--- config.mk ---
export PLATFORM = sky130hd
export DESIGN_NAME = spi_buffering
export DESIGN_NICKNAME = d
export VERILOG_FILES = /design/src/spi_buffering.v
export VERILOG_INCLUDE_DIRS = /design/src /design/src/src
export SDC_FILE = /design/constraint.sdc
export NUM_CORES = 1
export LEC_CHECK = 0
export ABC_AREA = 1
export BUFFER_PORTS_ARGS = -buffer_cell sky130_fd_sc_hd__buf_2
export CORE_MARGIN = 5
export CORE_UTILIZATION = 50
export CTS_CLUSTER_DIAMETER = 80
export DETAILED_ROUTE_END_ITERATION = 16
export PLACE_DENSITY_LB_ADDON = 0.25
export SYNTH_ARGS = -nofsm -noshare
export SYNTH_HDL_FRONTEND = slang
export SYNTH_SLANG_ARGS = --single-unit
--- constraint.sdc ---
create_clock -name pclk -period 3.2 [get_ports pclk]
set_input_delay 0.96 -clock pclk [delete_from_list [all_inputs] [get_ports pclk]]
set_output_delay 0.96 -clock pclk [all_outputs]
set_load 0.02 [all_outputs]
--- src/spi_buf_map.vh ---
// register offsets, field positions and reset values of the serial port block
`ifndef SPI_BUF_MAP_VH
`define SPI_BUF_MAP_VH
`define CTRL_OFS 12'h000
`define STAT_OFS 12'h004
`define DATA_OFS 12'h008
`define CTRL_TX_IRQ_EN 0
`define CTRL_MOD_EN 1
`define CTRL_PHASE 2
`define CTRL_POL 3
`define CTRL_ROLE 4
`define STAT_ERR_IRQ_EN 0
`define STAT_CONF_EN 1
`define STAT_OVR 4
`define STAT_CONF 5
`define STAT_TXE 6
`define STAT_RXF 7
`define CTRL_RESET 5'h00
`define BUS_CYCLE_NS 8
`define BIT_HALF_NS 64
`define HALF_CYCLES (`BIT_HALF_NS / `BUS_CYCLE_NS)
`endif

--- src/spi_buffering.v ---
// byte-wide serial port: transmit queue, receive flag, overrun and select-conflict logic
//
// Function
// RULE1: master starts queued byte right after previous
// RULE2: data write clears tx empty; load sets it
// RULE3: byte end moves shifter to rx buffer
// RULE4: rx full cleared by status read then data read
// RULE5: without new byte, old shifter contents resend
// RULE6: idle load sets tx empty within two cycles
// RULE7: busy slave defers shifter load until done
// RULE8: overrun set at bit one strobe if unread
// RULE9: overrun blocks new bytes, keeps old byte
// RULE10: overrun cleared by status read then data read
// RULE11: error enable routes overrun/conflict to error irq
// RULE12: role bit sets clock and data pin directions
// RULE13: conflict flag sets only while its enable set
// RULE14: master sets conflict when select goes low
// RULE15: master conflict disables, sets tx empty, clears counter
// RULE16: slave sets conflict if select rises mid-transfer
// RULE17: slave transfer bounds depend on clock phase
// RULE18: phase 0 select pulse alone flags conflict
// RULE19: slave conflict keeps enable and slave state
// RULE20: conflict leaves role bit; role ignored when disabled
// RULE21: deselected slave floats data out, ignores clock
// RULE22: conflict cleared by status read then control write
// RULE23: tx irq needs tx enable and module enable
// RULE24: software writes data only when tx empty
`timescale 1ns/1ps
`default_nettype none
`include "spi_buf_map.vh"
module spi_buffering #(
  parameter HALF_CYCLES = `HALF_CYCLES
) (
  // apb clock and reset
  input wire pclk,
  input wire presetn,
  // apb slave
  input wire psel,
  input wire penable,
  input wire pwrite,
  input wire [11:0] paddr,
  input wire [31:0] pwdata,
  output reg [31:0] prdata,
  output reg pready,
  output reg pslverr,
  // serial pins, three signals each for the shared lines
  input wire serial_clock_pin_in,
  output reg serial_clock_pin_out,
  output reg serial_clock_pin_oe,
  input wire mosi_in,
  output reg mosi_out,
  output reg mosi_oe,
  input wire miso_in,
  output reg miso_out,
  output reg miso_oe,
  input wire select_n_in,
  // interrupt requests
  output reg tx_irq,
  output reg rx_err_irq
);
  // control and status storage
  reg tx_irq_enable_reg, module_enable_reg, clock_phase_sel_reg, clock_polarity_sel_reg, role_select_bit_reg;
  reg error_irq_enable_reg, select_conflict_enable_reg, rx_irq_enable_reg;
  reg tx_empty_flag_reg, rx_full_flag_reg, overrun_flag_reg, select_conflict_flag_reg;
  reg [7:0] tx_buf_reg, shift_reg, rx_buf_reg;
  reg [3:0] bit_cnt_reg;
  reg busy_reg, phase_reg, rx_armed_reg, ovr_armed_reg, conf_armed_reg;
  reg rx_bit_reg;
  reg [7:0] div_reg;
  reg sck_int_reg;
  // pin synchronisers, second stage of each pin
  wire [3:0] pin_sync;
  reg sck_d_reg, ss_d_reg;

  // decode used by both the write and read paths
  function is_hit;
    input [11:0] a;
    input [11:0] ofs;
    begin
      is_hit = (a[11:2] == ofs[11:2]);
    end
  endfunction

  wire access = psel & penable;
  wire wr_ctrl = access & pwrite & is_hit(paddr, `CTRL_OFS);
  wire wr_stat = access & pwrite & is_hit(paddr, `STAT_OFS);
  wire wr_data = access & pwrite & is_hit(paddr, `DATA_OFS);
  wire rd_stat = access & ~pwrite & is_hit(paddr, `STAT_OFS);
  wire rd_data = access & ~pwrite & is_hit(paddr, `DATA_OFS);
  wire mapped = is_hit(paddr, `CTRL_OFS) | is_hit(paddr, `STAT_OFS) | is_hit(paddr, `DATA_OFS);

  // two flops on every pin input; only the second stage is looked at
  // pin order in the vector: clock, select, mosi, miso
  wire [3:0] pin_raw = {miso_in, mosi_in, select_n_in, serial_clock_pin_in};
  genvar gi;
  generate
    for (gi = 0; gi < 4; gi = gi + 1) begin : g_sync
      reg a_reg;
      reg b_reg;
      // select idles high; resetting its flops low would fake a select edge
      always @(posedge pclk or negedge presetn) begin
        if (!presetn) begin
          a_reg <= (gi == 1) ? 1'b1 : 1'b0;
          b_reg <= (gi == 1) ? 1'b1 : 1'b0;
        end else begin
          a_reg <= pin_raw[gi];
          b_reg <= a_reg;
        end
      end
      assign pin_sync[gi] = b_reg;
    end
  endgenerate

  // one more stage on clock and select for edge detection
  always @(posedge pclk or negedge presetn) begin
    if (!presetn) begin
      sck_d_reg <= 1'b0;
      ss_d_reg <= 1'b1;
    end else begin
      sck_d_reg <= pin_sync[0];
      ss_d_reg <= pin_sync[1];
    end
  end

  // synchronised clock and select, their edges and the role
  wire sck_s = pin_sync[0];
  wire ss_s = pin_sync[1];
  wire ss_fell = ss_d_reg & ~ss_s;
  wire ss_rose = ~ss_d_reg & ss_s;
  wire is_master = module_enable_reg & role_select_bit_reg; // RULE20
  wire is_slave = module_enable_reg & ~role_select_bit_reg;

  // slave clock edges, polarity folded in; select high masks them all
  wire s_lead = is_slave & ~ss_s & (sck_s ^ clock_polarity_sel_reg) & ~(sck_d_reg ^ clock_polarity_sel_reg); // RULE21
  wire s_trail = is_slave & ~ss_s & ~(sck_s ^ clock_polarity_sel_reg) & (sck_d_reg ^ clock_polarity_sel_reg); // RULE21

  // master clock from a divider; half bit period per toggle
  // the divider only runs while busy, so a start waits one half period
  wire m_tick = is_master & busy_reg & (div_reg == HALF_CYCLES - 1);
  wire m_lead = m_tick & ~phase_reg;
  wire m_trail = m_tick & phase_reg;
  wire lead = m_lead | s_lead;
  wire trail = m_trail | s_trail;

  // phase 0 samples on leading edge, phase 1 on trailing; idle edges ignored
  wire sample = busy_reg & (clock_phase_sel_reg ? trail : lead);
  wire din = role_select_bit_reg ? pin_sync[3] : pin_sync[2];
  wire last = sample & (bit_cnt_reg == 4'h7);
  // shift on the other edge so the data line is steady at capture;
  // phase 1 skips its first edge and shifts with its last capture instead
  wire shift = busy_reg & (clock_phase_sel_reg ? ((lead & (bit_cnt_reg != 4'h0)) | last) : trail);

  // transfer ends when clock returns idle after the eighth bit
  wire done = trail & (bit_cnt_reg == (clock_phase_sel_reg ? 4'h7 : 4'h8)); // RULE17

  // slave transfer start: select fall (phase 0) or first edge (phase 1)
  wire s_start = is_slave & ~busy_reg & (clock_phase_sel_reg ? s_lead : ss_fell); // RULE17
  wire m_start = is_master & ~busy_reg & ~tx_empty_flag_reg; // RULE1

  // conflict conditions; enable must be set to raise the flag
  wire m_conf = is_master & ~ss_s; // RULE14
  wire s_conf = is_slave & busy_reg & ss_rose; // RULE16 RULE18
  wire conf_cond = select_conflict_enable_reg & (m_conf | s_conf); // RULE13
  wire m_conf_set = select_conflict_enable_reg & m_conf & ss_fell; // RULE14
  wire conf_set = m_conf_set | (select_conflict_enable_reg & s_conf);

  // control register and master-fault disable
  always @(posedge pclk or negedge presetn) begin
    if (!presetn) begin
      {role_select_bit_reg, clock_polarity_sel_reg, clock_phase_sel_reg, module_enable_reg, tx_irq_enable_reg} <=
        `CTRL_RESET;
    end else begin
      if (wr_ctrl) begin
        tx_irq_enable_reg <= pwdata[`CTRL_TX_IRQ_EN];
        module_enable_reg <= pwdata[`CTRL_MOD_EN];
        clock_phase_sel_reg <= pwdata[`CTRL_PHASE];
        clock_polarity_sel_reg <= pwdata[`CTRL_POL];
        role_select_bit_reg <= pwdata[`CTRL_ROLE];
      end
      // fault wins over a same-cycle write; role bit kept for software
      if (m_conf_set)
        module_enable_reg <= 1'b0; // RULE15 RULE20
    end
  end

  // status enables; reset only by a system reset, never by disabling
  // kept apart from control so a fault-driven disable never touches them
  always @(posedge pclk or negedge presetn) begin
    if (!presetn) begin
      error_irq_enable_reg <= 1'b0;
      select_conflict_enable_reg <= 1'b0;
      rx_irq_enable_reg <= 1'b0;
    end else if (wr_stat) begin
      error_irq_enable_reg <= pwdata[`STAT_ERR_IRQ_EN];
      select_conflict_enable_reg <= pwdata[`STAT_CONF_EN];
      rx_irq_enable_reg <= pwdata[2];
    end
  end

  // transfer engine: divider, bit counter, shift register, transmit buffer
  always @(posedge pclk or negedge presetn) begin
    if (!presetn) begin
      busy_reg <= 1'b0;
      phase_reg <= 1'b0;
      div_reg <= 8'h00;
      bit_cnt_reg <= 4'h0;
      shift_reg <= 8'h00;
      tx_buf_reg <= 8'h00;
      tx_empty_flag_reg <= 1'b1;
      sck_int_reg <= 1'b0;
      rx_bit_reg <= 1'b0;
    end else if (!module_enable_reg || m_conf_set) begin
      // partial reset: abort, clear shifter and state counter
      busy_reg <= 1'b0;
      phase_reg <= 1'b0;
      div_reg <= 8'h00;
      bit_cnt_reg <= 4'h0; // RULE15
      shift_reg <= 8'h00;
      tx_empty_flag_reg <= 1'b1; // RULE15
      sck_int_reg <= 1'b0;
      rx_bit_reg <= 1'b0;
      if (wr_data)
        tx_buf_reg <= pwdata[7:0];
    end else begin
      if (is_master & busy_reg)
        div_reg <= m_tick ? 8'h00 : div_reg + 8'h01;
      if (m_tick) begin
        phase_reg <= ~phase_reg;
        sck_int_reg <= ~sck_int_reg;
      end
      if (sample) begin
        rx_bit_reg <= din;
        bit_cnt_reg <= bit_cnt_reg + 4'h1;
      end
      // captured bit enters the shifter on the shift edge
      if (shift)
        shift_reg <= {shift_reg[6:0], sample ? din : rx_bit_reg};
      if (done || (is_slave & busy_reg & ss_rose & ~clock_phase_sel_reg)) begin
        busy_reg <= 1'b0;
        bit_cnt_reg <= 4'h0;
      end
      if (m_start | s_start)
        busy_reg <= 1'b1;
      // load while idle, the start cycle included; a running transfer defers it
      // until then the byte stays queued with tx empty low
      if (!busy_reg && !tx_empty_flag_reg && !wr_data) begin // RULE7
        shift_reg <= tx_buf_reg; // RULE5
        tx_empty_flag_reg <= 1'b1; // RULE2 RULE6
      end else if (wr_data) begin
        tx_buf_reg <= pwdata[7:0];
        tx_empty_flag_reg <= 1'b0; // RULE2
      end
    end
  end

  // receive side: buffer, full and overrun flags, two-step clears
  always @(posedge pclk or negedge presetn) begin
    if (!presetn) begin
      rx_buf_reg <= 8'h00;
      rx_full_flag_reg <= 1'b0;
      overrun_flag_reg <= 1'b0;
      rx_armed_reg <= 1'b0;
      ovr_armed_reg <= 1'b0;
    end else begin
      if (rd_stat) begin
        rx_armed_reg <= rx_full_flag_reg;
        ovr_armed_reg <= overrun_flag_reg;
      end
      if (rd_data) begin
        if (rx_armed_reg)
          rx_full_flag_reg <= 1'b0; // RULE4
        if (ovr_armed_reg)
          overrun_flag_reg <= 1'b0; // RULE10
        rx_armed_reg <= 1'b0;
        ovr_armed_reg <= 1'b0;
      end
      // bit one strobe is the eighth capture; set beats clear
      if (last && rx_full_flag_reg && !(rd_data && rx_armed_reg))
        overrun_flag_reg <= 1'b1; // RULE8
      if (last && !overrun_flag_reg && !(rx_full_flag_reg && !(rd_data && rx_armed_reg))) begin // RULE9
        rx_buf_reg <= {shift_reg[6:0], din}; // RULE3
        rx_full_flag_reg <= 1'b1; // RULE3
      end
    end
  end

  // select conflict flag with status-read then control-write clear
  always @(posedge pclk or negedge presetn) begin
    if (!presetn) begin
      select_conflict_flag_reg <= 1'b0;
      conf_armed_reg <= 1'b0;
    end else begin
      if (rd_stat)
        conf_armed_reg <= select_conflict_flag_reg & ~conf_cond;
      else if (conf_cond)
        conf_armed_reg <= 1'b0; // RULE22
      if (conf_set)
        select_conflict_flag_reg <= 1'b1; // RULE13 RULE19
      else if (wr_ctrl && conf_armed_reg && !conf_cond) begin
        select_conflict_flag_reg <= 1'b0; // RULE22
        conf_armed_reg <= 1'b0;
      end
    end
  end

  // pin outputs and enables, registered
  always @(posedge pclk or negedge presetn) begin
    if (!presetn) begin
      serial_clock_pin_out <= 1'b0;
      serial_clock_pin_oe <= 1'b0;
      mosi_out <= 1'b0;
      mosi_oe <= 1'b0;
      miso_out <= 1'b0;
      miso_oe <= 1'b0;
    end else begin
      // data pins follow the shifter one cycle late, like every output
      serial_clock_pin_out <= sck_int_reg ^ clock_polarity_sel_reg;
      serial_clock_pin_oe <= is_master; // RULE12
      mosi_out <= shift_reg[7];
      mosi_oe <= is_master; // RULE12
      miso_out <= shift_reg[7];
      miso_oe <= is_slave & ~ss_s; // RULE12 RULE21
    end
  end

  // interrupt requests, registered
  always @(posedge pclk or negedge presetn) begin
    if (!presetn) begin
      tx_irq <= 1'b0;
      rx_err_irq <= 1'b0;
    end else begin
      tx_irq <= tx_empty_flag_reg & tx_irq_enable_reg & module_enable_reg; // RULE23
      rx_err_irq <= (rx_full_flag_reg & rx_irq_enable_reg) |
        (error_irq_enable_reg & (overrun_flag_reg | select_conflict_flag_reg)); // RULE11
    end
  end

  // read mux; fields sit low, upper bits read zero
  reg [31:0] read_word;
  always @* begin
    read_word = 32'h0000_0000;
    if (is_hit(paddr, `CTRL_OFS)) begin
      read_word[4:0] = {role_select_bit_reg, clock_polarity_sel_reg, clock_phase_sel_reg,
        module_enable_reg, tx_irq_enable_reg};
    end else if (is_hit(paddr, `STAT_OFS)) begin
      read_word[7:0] = {rx_full_flag_reg, tx_empty_flag_reg, select_conflict_flag_reg, overrun_flag_reg,
        1'b0, rx_irq_enable_reg, select_conflict_enable_reg, error_irq_enable_reg};
    end else if (is_hit(paddr, `DATA_OFS)) begin
      read_word[7:0] = rx_buf_reg;
    end else begin
      read_word = 32'h0000_0000;
    end
  end

  // apb: one wait-free access cycle, unmapped addresses answer an error
  // read data are latched in setup so they stand through the access cycle
  always @(posedge pclk or negedge presetn) begin
    if (!presetn) begin
      prdata <= 32'h0000_0000;
      pready <= 1'b0;
      pslverr <= 1'b0;
    end else begin
      pready <= psel & ~penable;
      pslverr <= psel & ~penable & ~mapped;
      if (psel & ~penable & ~pwrite)
        prdata <= read_word;
      else
        prdata <= 32'h0000_0000;
    end
  end
endmodule // spi_buffering
`default_nettype wire

# --- Word level (Yosys, flattened, before mapping) ---
# Cells that the tools add are included.
op_classes:
  add_sub_neg: 2
  eq_ne: 6
  mux: 52
  n_bitwise: 73
  reduce_logical: 37
ops:
  columns: ["op", "n"]
  rows:
  - ["$mux W8", 11]
  - ["$and A1 B1 Y1", 46]
  - ["$mux W1", 34]
  - ["$mux W32", 1]
  - ["$reduce_bool A2 Y1", 9]
  - ["$mux W4", 4]
  - ["$not A1 Y1", 14]
  - ["$reduce_bool A3 Y1", 4]
  - ["$eq A10 B1 Y1 const B", 1]
  - ["$eq A10 B2 Y1 const B", 1]
  - ["$logic_and A1 B1 Y1", 10]
  - ["$logic_not A10 Y1", 1]
  - ["$or A1 B1 Y1", 10]
  - ["$add A8 B1 Y8 const B", 1]
  - ["$eq A8 B3 Y1 const B", 1]
  - ["$logic_not A1 Y1", 8]
  - ["$mux W5", 1]
  - ["$add A4 B1 Y4 const B", 1]
  - ["$eq A4 B3 Y1 const B", 1]
  - ["$eq A4 B4 Y1", 1]
  - ["$reduce_and A2 Y1", 2]
  - ["$reduce_bool A4 Y1", 1]
  - ["$mux W3", 1]
  - ["$xor A1 B1 Y1", 3]
  - ["2 further kinds", 3]
totals:
  register_bits: 105
  input_bits: 53
  out_inout_bits: 42

# --- Depth between registers and ports, before layout ---
# Gate-level depths: netlist (run 1).
logic_depth:
  depth_word: 15
  ltp_mapped: 12
  ltp_nobuf: 12

# --- Worst setup path before layout (run 1) ---
# OpenSTA, ideal clock, no wires.
synth_path:
  kind: "input to register"
  startpoint: "in paddr[7]"
  endpoint: "reg shift_reg[3]"
  setup_ps: 65
  arrival_ps: 2078
  required_time_ps: 3135
  setup_slack_ps: 1057
  stages: 10
  path_buffers: 1
  path_cell_list: "nor2_1 -> nand2_2 -> nor3b_2 -> nand2_1 -> a21oi_4 -> buf_6 -> nand2_1 -> nand2_1 -> nand2_1 -> nand2_1"
synth_between:
  elab_chain_cells: 6
  word_cells_on_any_way: 7
synth_rtl:
  columns: ["item", "line_no", "text"]
  rows:
  - ["from (decl)", "spi_buffering.v:41", "input wire [11:0] paddr,"]
  - ["$eq A10 B2 Y1 (*)", "spi_buffering.v:80", "is_hit = (a[11:2] == ofs[11:2]);"]
  - ["$and A1 B1 Y1 (*)", "spi_buffering.v:87", "wire wr_data = access & pwrite & is_hit(paddr, `DATA_OFS);"]
  - ["$logic_not A1 Y1 (*)", "spi_buffering.v:246", "if (!busy_reg && !tx_empty_flag_reg && !wr_data) begin"]
  - ["$logic_and A1 B1 Y1 (*)", "spi_buffering.v:246", null]
  - ["$mux W8", "spi_buffering.v:246", null]
  - ["$mux W8", "spi_buffering.v:212", "end else if (!module_enable_reg || m_conf_set) begin"]
  - ["to (signal assigned)", "spi_buffering.v:237", "shift_reg <= {shift_reg[6:0], sample ? din : rx_bit_reg};"]
  - ["to (signal assigned)", "spi_buffering.v:247", "shift_reg <= tx_buf_reg;"]
  - ["to (decl)", "spi_buffering.v:65", "reg [7:0] tx_buf_reg, shift_reg, rx_buf_reg;"]
# Mark *: on every way between the ends. The rest lies on a longest branch, timed or not.
# A chain may end at the register's enable or synchronous reset.

# --- Worst setup path in the final report (run 1) ---
layout_path:
  startpoint: "in paddr[9]"
  endpoint: "reg shift_reg[7]"
# Same word-level chain as after synthesis.

==> results_dict.tcl, run 1 <==
set metrics [dict create \
    post-route-util_pct 57.4 \
    synth_top_area_share_pct 47.8 \
    ys_top_cells_by_area "dfrtp_1 (48%), nand2_1 (11%), buf_4 (5.0%)" \
    synth_enable_flop_cells 0 \
    fin_crit_ns 2.29 \
    firstDrtPassIters 4 \
    cts_root_buffer "clkbuf_8" \
    p_comb_share_pct 4.8 \
    worstSetupPathType "in -> reg" \
    ctsLongestPathBuffers 2 \
    ys_async_sr_fraction_pct 100 \
    die_x_um 99.8 \
    portBuffers 44 \
    hold_viol 0 \
    fp.dieH_um 99.8 \
    drt_wl_total_um 7880 \
    grt_use_met1_pct 23.6 \
    hold_class "reg -> reg" \
    drive_gt1_share_pct 19.9 \
    ys_ff_latch 81 \
    fin_skew_ns 0.0137 \
    viasPerCell 4.92 \
    place_inst 604 \
    grt_use_met3_pct 5.40 \
    worst_slew_pin_slew_ns 0.577 \
    p_per_area_nw_per_um2 438 \
    p_sw_mw 0.435 \
    gp_congestion 0.824 \
    p_leak_nw 2.21 \
    antenna_found_initial 0 \
    cts_tree "built" \
    ys_seq_area_share_pct 50.5 \
    die_area_um2 9950 \
    finalSetupViolations 0 \
    crit_fanout 18 \
    synthTopCellsByCount "nand2_1 (120), dfrtp_1 (77), inv_1 (52), nor2_1 (31)" \
    grt_overflow 0 \
    path_clk_slew_ns 0.08 \
    grt-busiest-layer "met2" \
    route.detailed.wl_per_inst_um 12.7 \
    syn_area_per_cell_um2 8.66 \
    fin_setup_tns_ns 0 \
    arrival_ns 2.54 \
    yosysMostFrequentCell "nand2_1" \
    initial_core_util_pct 51.9 \
    fin_crit_sh_pct 71.7 \
    placedInstanceArea_um2 4240 \
    postCtsSetupBuffers 0 \
    postRouteAntennaNets 0 \
    power_frac_seq_pct 53.2 \
    drc 0 \
    design_area_um2 4460 \
    yosys_warnings 0 \
    grt_pass1_vias 2911 \
    timing.fmax_ghz 0.436 \
    instances_no_fill 620 \
    grt_use_met2_pct 25.9 \
    yosys_most_used_dff "dfrtp_1" \
    drt_iter0_drc 137 \
    syn_area_um2 4030 \
    postSynthCellCount 465 \
    cts.sinks 81 \
    grt_usage_pct 17.2 \
    yosysTopAreaCell "dfrtp_1" \
    maxCapViolCount 0 \
    areaGrowthSynthToFinish_pct 10.6 \
    end_kind "register" \
    num_antenna_cells 0 \
    vias 3050 \
    switching_share_pct 22.3 \
    yosysUniqueCellTypes 40 \
    num_io_pins 95 \
    crit_required_ns 3.45 \
    hpwl_um 5970 \
    grt_pass1_wl_um 13600 \
    nets 569 \
    hold_buffers 0 \
    cts-htree-levels 3 \
    cts-resized-gates 0 \
    maxSlewViolCount 0 \
    ir_drop_uv 356 \
    outcome "finished, final reports clean" \
    critPathLaunchType "input port" \
    numCtsBuffers 9 \
    slew_headroom_pct 61.5 \
    internal_power_mw 1.52 \
    grt_max_degree 47 \
    core_region_area_um2 7770 \
    insertion_delay_ns 0.35 \
    rsz0062_at_grt "false" \
    pwr-share-clk_pct 42.0 \
    num_rows 32 \
]
[critical path, stage by stage]
cell and delay (ns):
buf_2 0.10, nor2_1 0.13, nand2_2 0.13, nor3b_2 0.25, nand2_1 0.18, a21oi_4 0.43
nand2_2 0.20, nand2_1 0.11, nand2_1 0.05
[through the flow]
step           hold WS (ns)  setup slack (ns)  power, mW
3_3_place_gp          0.331             0.608       1.15
3_5_place_dp          0.336             0.550       1.15
2_1_floorplan         0.331              1.06       1.13
4_1_cts               0.355             0.935       1.97
6_report              0.352             0.907       1.95
5_1_grt               0.366             0.764       2.03
[cell usage in the layout, fill, tap and decap left out, types with 2 or more instances in the layout]
cell type | Yosys | final
nor2_4 | 2 | 2
inv_2 | 3 | 3
a21oi_1 | 16 | 16
nand3_1 | 27 | 27
conb_1 | 1 | 24
nor2_1 | 31 | 31
bufinv_16 | 0 | 2
nor2_2 | 4 | 4
buf_2 | 2 | 43
xor2_1 | 3 | 3
clkinv_2 | 1 | 2
o22ai_1 | 2 | 2
o21ai_0 | 27 | 27
nand2_2 | 7 | 7
nand4_1 | 13 | 13
inv_1 | 52 | 52
ha_1 | 3 | 3
nor3_2 | 2 | 2
mux2i_1 | 2 | 2
o211ai_1 | 2 | 2
dfrtp_1 | 77 | 77
nor3b_2 | 2 | 2
buf_4 | 27 | 4
nor3_1 | 6 | 6
nand2_1 | 120 | 120
o21ai_2 | 9 | 9
nand3_2 | 4 | 4
o221ai_1 | 2 | 2
clkbuf_8 | 0 | 10
dfstp_2 | 4 | 4
clkbuf_1 | 1 | 2
[routing by layer]
layer  up-vias  wire length (um)
li1       1550                 -
met1      1405              3640
met2        84              3590
met3        11               539
met4         0               110
met5         -                 0
[power by group through the flow]
stage          registers (mW)  logic, mW  clock network (mW)
2_1_floorplan            1.06     0.0681                   0
3_3_place_gp             1.06     0.0935                   0
3_5_place_dp             1.06     0.0948                   0
4_1_cts                  1.04     0.0950               0.840
5_1_grt                  1.04      0.106               0.889
6_report                 1.04     0.0943               0.821
[cell families after synthesis]
logic type	count (synthesis)	synth area share, %
xor+xnor	3	0.652
compound gates	62	9.41
flops	81	50.5
other cells	1	0.0931
fa+ha+maj	3	0.932
mux	2	0.497
simple gates	223	26.4
buf+inv	90	11.6
[cell type report]
| cell class | instances | area (um2) |
|---|---|---|
| Inverter | 57 | 215 |
| Timing Repair Buffer | 47 | 245 |
| Fill cell | 747 | 3310 |
| Sequential cell | 81 | 2030 |
| Multi-Input combinational cell | 317 | 1620 |
| Clock inverter | 4 | 73.8 |
| Tap cell | 102 | 128 |
| Clock buffer | 12 | 145 |
[worst paths after layout]
path | startpoint | to | slack (ns) | depth (start not counted)
max in group asynchronous | presetn | tx_empty_flag_reg$_DFFE_PN1P_ | 1.86 | 2
min in group asynchronous | presetn | rx_err_irq$_DFF_PN0_ | 0.60 | 1
worst max-delay path | paddr[9] | shift_reg[7]$_DFFE_PN0P_ | 0.91 | 9
worst max register to register | div_reg[0]$_DFFE_PN0P_ | rx_buf_reg[0]$_DFFE_PN0P_ | 1.22 | 10
worst min-delay path | g_sync[2].a_reg$_DFF_PN0_ | g_sync[2].b_reg$_DFF_PN0_ | 0.35 | 0
worst min register to register | g_sync[2].a_reg$_DFF_PN0_ | g_sync[2].b_reg$_DFF_PN0_ | 0.35 | 0
No activity file was read; power rests on OpenSTA's default activity.
==> inputs of run 2 (changes only) <==
--- a/config.mk
+++ b/config.mk
@@ -9,7 +9,7 @@
 export ABC_AREA = 1
 export BUFFER_PORTS_ARGS = -buffer_cell sky130_fd_sc_hd__buf_2
 export CORE_MARGIN = 5
-export CORE_UTILIZATION = 50
+export CORE_UTILIZATION = 49
 export CTS_CLUSTER_DIAMETER = 80
 export DETAILED_ROUTE_END_ITERATION = 16
 export PLACE_DENSITY_LB_ADDON = 0.25
==> constraint.sdc (replaced) <==
create_clock -name pclk -period 1.86 [get_ports pclk]
set_input_delay 0.558 -clock pclk [delete_from_list [all_inputs] [get_ports pclk]]
set_output_delay 0.558 -clock pclk [all_outputs]
set_load 0.02 [all_outputs]
==> results_dict.tcl, run 2 (synthesized netlist as in run 1, its figures left out) <==
set metrics [dict create \
    timing.fmax_ghz 0.573 \
    cts_root_buffer "clkbuf_8" \
    ctsLongestPathBuffers 2 \
    firstDrtPassIters 4 \
    switching_share_pct 25.6 \
    route.detailed.wl_per_inst_um 12.5 \
    p_leak_nw 2.40 \
    arrival_ns 2.05 \
    core_region_area_um2 8090 \
    crit_fanout 9 \
    grt_overflow 0 \
    fin_skew_ns 0.00786 \
    power_mw 3.33 \
    ir_drop_uv 506 \
    path_clk_slew_ns 0.09 \
    grt_pass1_vias 3027 \
    die_x_um 101 \
    cts-htree-levels 3 \
    nets 602 \
    pwr-share-clk_pct 40.8 \
    antenna_found_initial 0 \
    fp.dieH_um 101 \
    viasPerCell 4.84 \
    end_kind "register" \
    dp_slack_ns -0.167 \
    hold_class "in -> async" \
    hold_buffers 0 \
    fin_crit_sh_pct 93.8 \
    gp_congestion 0.845 \
    numCtsBuffers 9 \
    r2r_start "div_reg[0]$_DFFE_PN0P_" \
    grt_max_degree 34 \
    maxSlewViolCount 0 \
    drt_iter0_drc 127 \
    critPathLaunchType "register" \
    final_cell_mix "nand2_1 (119), dfrtp_1 (77), inv_1 (52), buf_2 (43), buf_4 (34)" \
    num_rows 33 \
    areaGrowthSynthToFinish_pct 18.4 \
    outcome "finished, final reports clean" \
    num_antenna_cells 0 \
    num_io_pins 95 \
    postRouteAntennaNets 0 \
    drc 0 \
    worst_slack_ns 0.115 \
    finalSetupViolations 0 \
    initial_core_util_pct 49.8 \
    insertion_delay_ns 0.36 \
    grt_pass1_wl_um 13700 \
    maxCapViolCount 0 \
    vias 3178 \
    cts.sinks 81 \
    crit_required_ns 2.16 \
    drt_wl_total_um 8200 \
    hpwl_um 6200 \
    p_comb_share_pct 5.5 \
    fin_crit_ns 1.74 \
    drive_gt1_share_pct 25.4 \
    worstSetupPathType "reg -> reg" \
    hold_viol 0 \
    p_per_area_nw_per_um2 698 \
    internal_power_mw 2.47 \
    cp-startpoint "div_reg[0]$_DFFE_PN0P_" \
    power_frac_seq_pct 53.7 \
    post-route-util_pct 58.9 \
    p_sw_mw 0.853 \
    die_area_um2 10100 \
    portBuffers 44 \
    cts_tree "built" \
    grt_usage_pct 17.1 \
    final_common_cell "nand2_1" \
]
==> run 2: cell count changes in the layout (fill, tap and decap cells not counted), sizes merged <==
| cell | previous run | this run |
|---|---|---|
| buf | 47 | 80 |
| clkbuf | 12 | 9 |
| inv | 56 | 59 |
| clkinvlp | 0 | 2 |
| bufinv | 2 | 1 |
| clkinv | 3 | 2 |
==> run 2: area by class of cell <==
cell class | count | area, um2
tap | 105 | 131
multi-input combinational | 317 | 1650
fill | 727 | 3320
clock inverter | 7 | 82.6
timing repair buffer | 80 | 531
inverter | 57 | 215
sequential | 81 | 2030
clock buffer | 9 | 124
==> run 2: final timing paths <==
path                                             end  slack, ns  cells after the start
setup / recovery            shift_reg[0]$_DFFE_PN0P_       0.12                     11
hold / removal                   prdata[5]$_DFF_PN0_       0.13                      1
setup reg to reg            shift_reg[0]$_DFFE_PN0P_       0.12                     11
hold reg to reg            g_sync[0].b_reg$_DFF_PN0_       0.36                      0
max in group asynchronous  g_sync[2].b_reg$_DFF_PN0_       1.16                      2
min in group pclk          g_sync[1].a_reg$_DFF_PN1_       0.29                      1
==> run 2: critical path, cell delays in order (launching register included) <==
cell and delay (ns):
dfrtp_1 0.41, ha_4 0.16, nand3_1 0.13, nor2_4 0.14, nand3_2 0.10, nand3_2 0.12
nand4_1 0.13, nand2_1 0.14, nand2_4 0.11, nand2_4 0.13, nand2_1 0.06, nand2_1 0.06
==> run 2: timing repair <==
item,4_1_cts,5_1_grt
setup endpoints to repair,4,19
setup buffers,0,2
pin swaps,0,3
resized for setup,1,6
==> run 2: per-stage QoR <==
| stage | area [um2] | instances | setup TNS, ns | hold slack [ns] |
|---|---|---|---|---|
| final | 4770 | 656 | 0 | 0.133 |
| after global routing | 4770 | 656 | -0.0133 | 0.164 |
| after CTS | 4720 | 654 | 0 | 0.141 |
| after detailed placement | 4510 | 638 | -3.15 | 0.340 |
| after global placement | 4510 | 638 | -1.63 | 0.331 |
| after floorplan | 4110 | 488 | 0 | 0.262 |
==> run 2: per-layer routing <==
metal  up-vias  global-route usage, %  share of wire, %
met3         9                   3.88               7.5
met1      1460                   23.6                45
met4         0                   4.97               1.2
met2        90                   27.0                46
met5         -                      0                 0
li1       1619                      -                 -
==> run 2: power groups by stage <==
stage               Clock, mW  Combinational [mW]  Sequential, mW
global placement            0               0.181            1.82
floorplan                   0               0.117            1.82
CTS                      1.38               0.185            1.79
global route             1.46               0.207            1.79
detailed placement          0               0.184            1.82
finish                   1.36               0.183            1.79
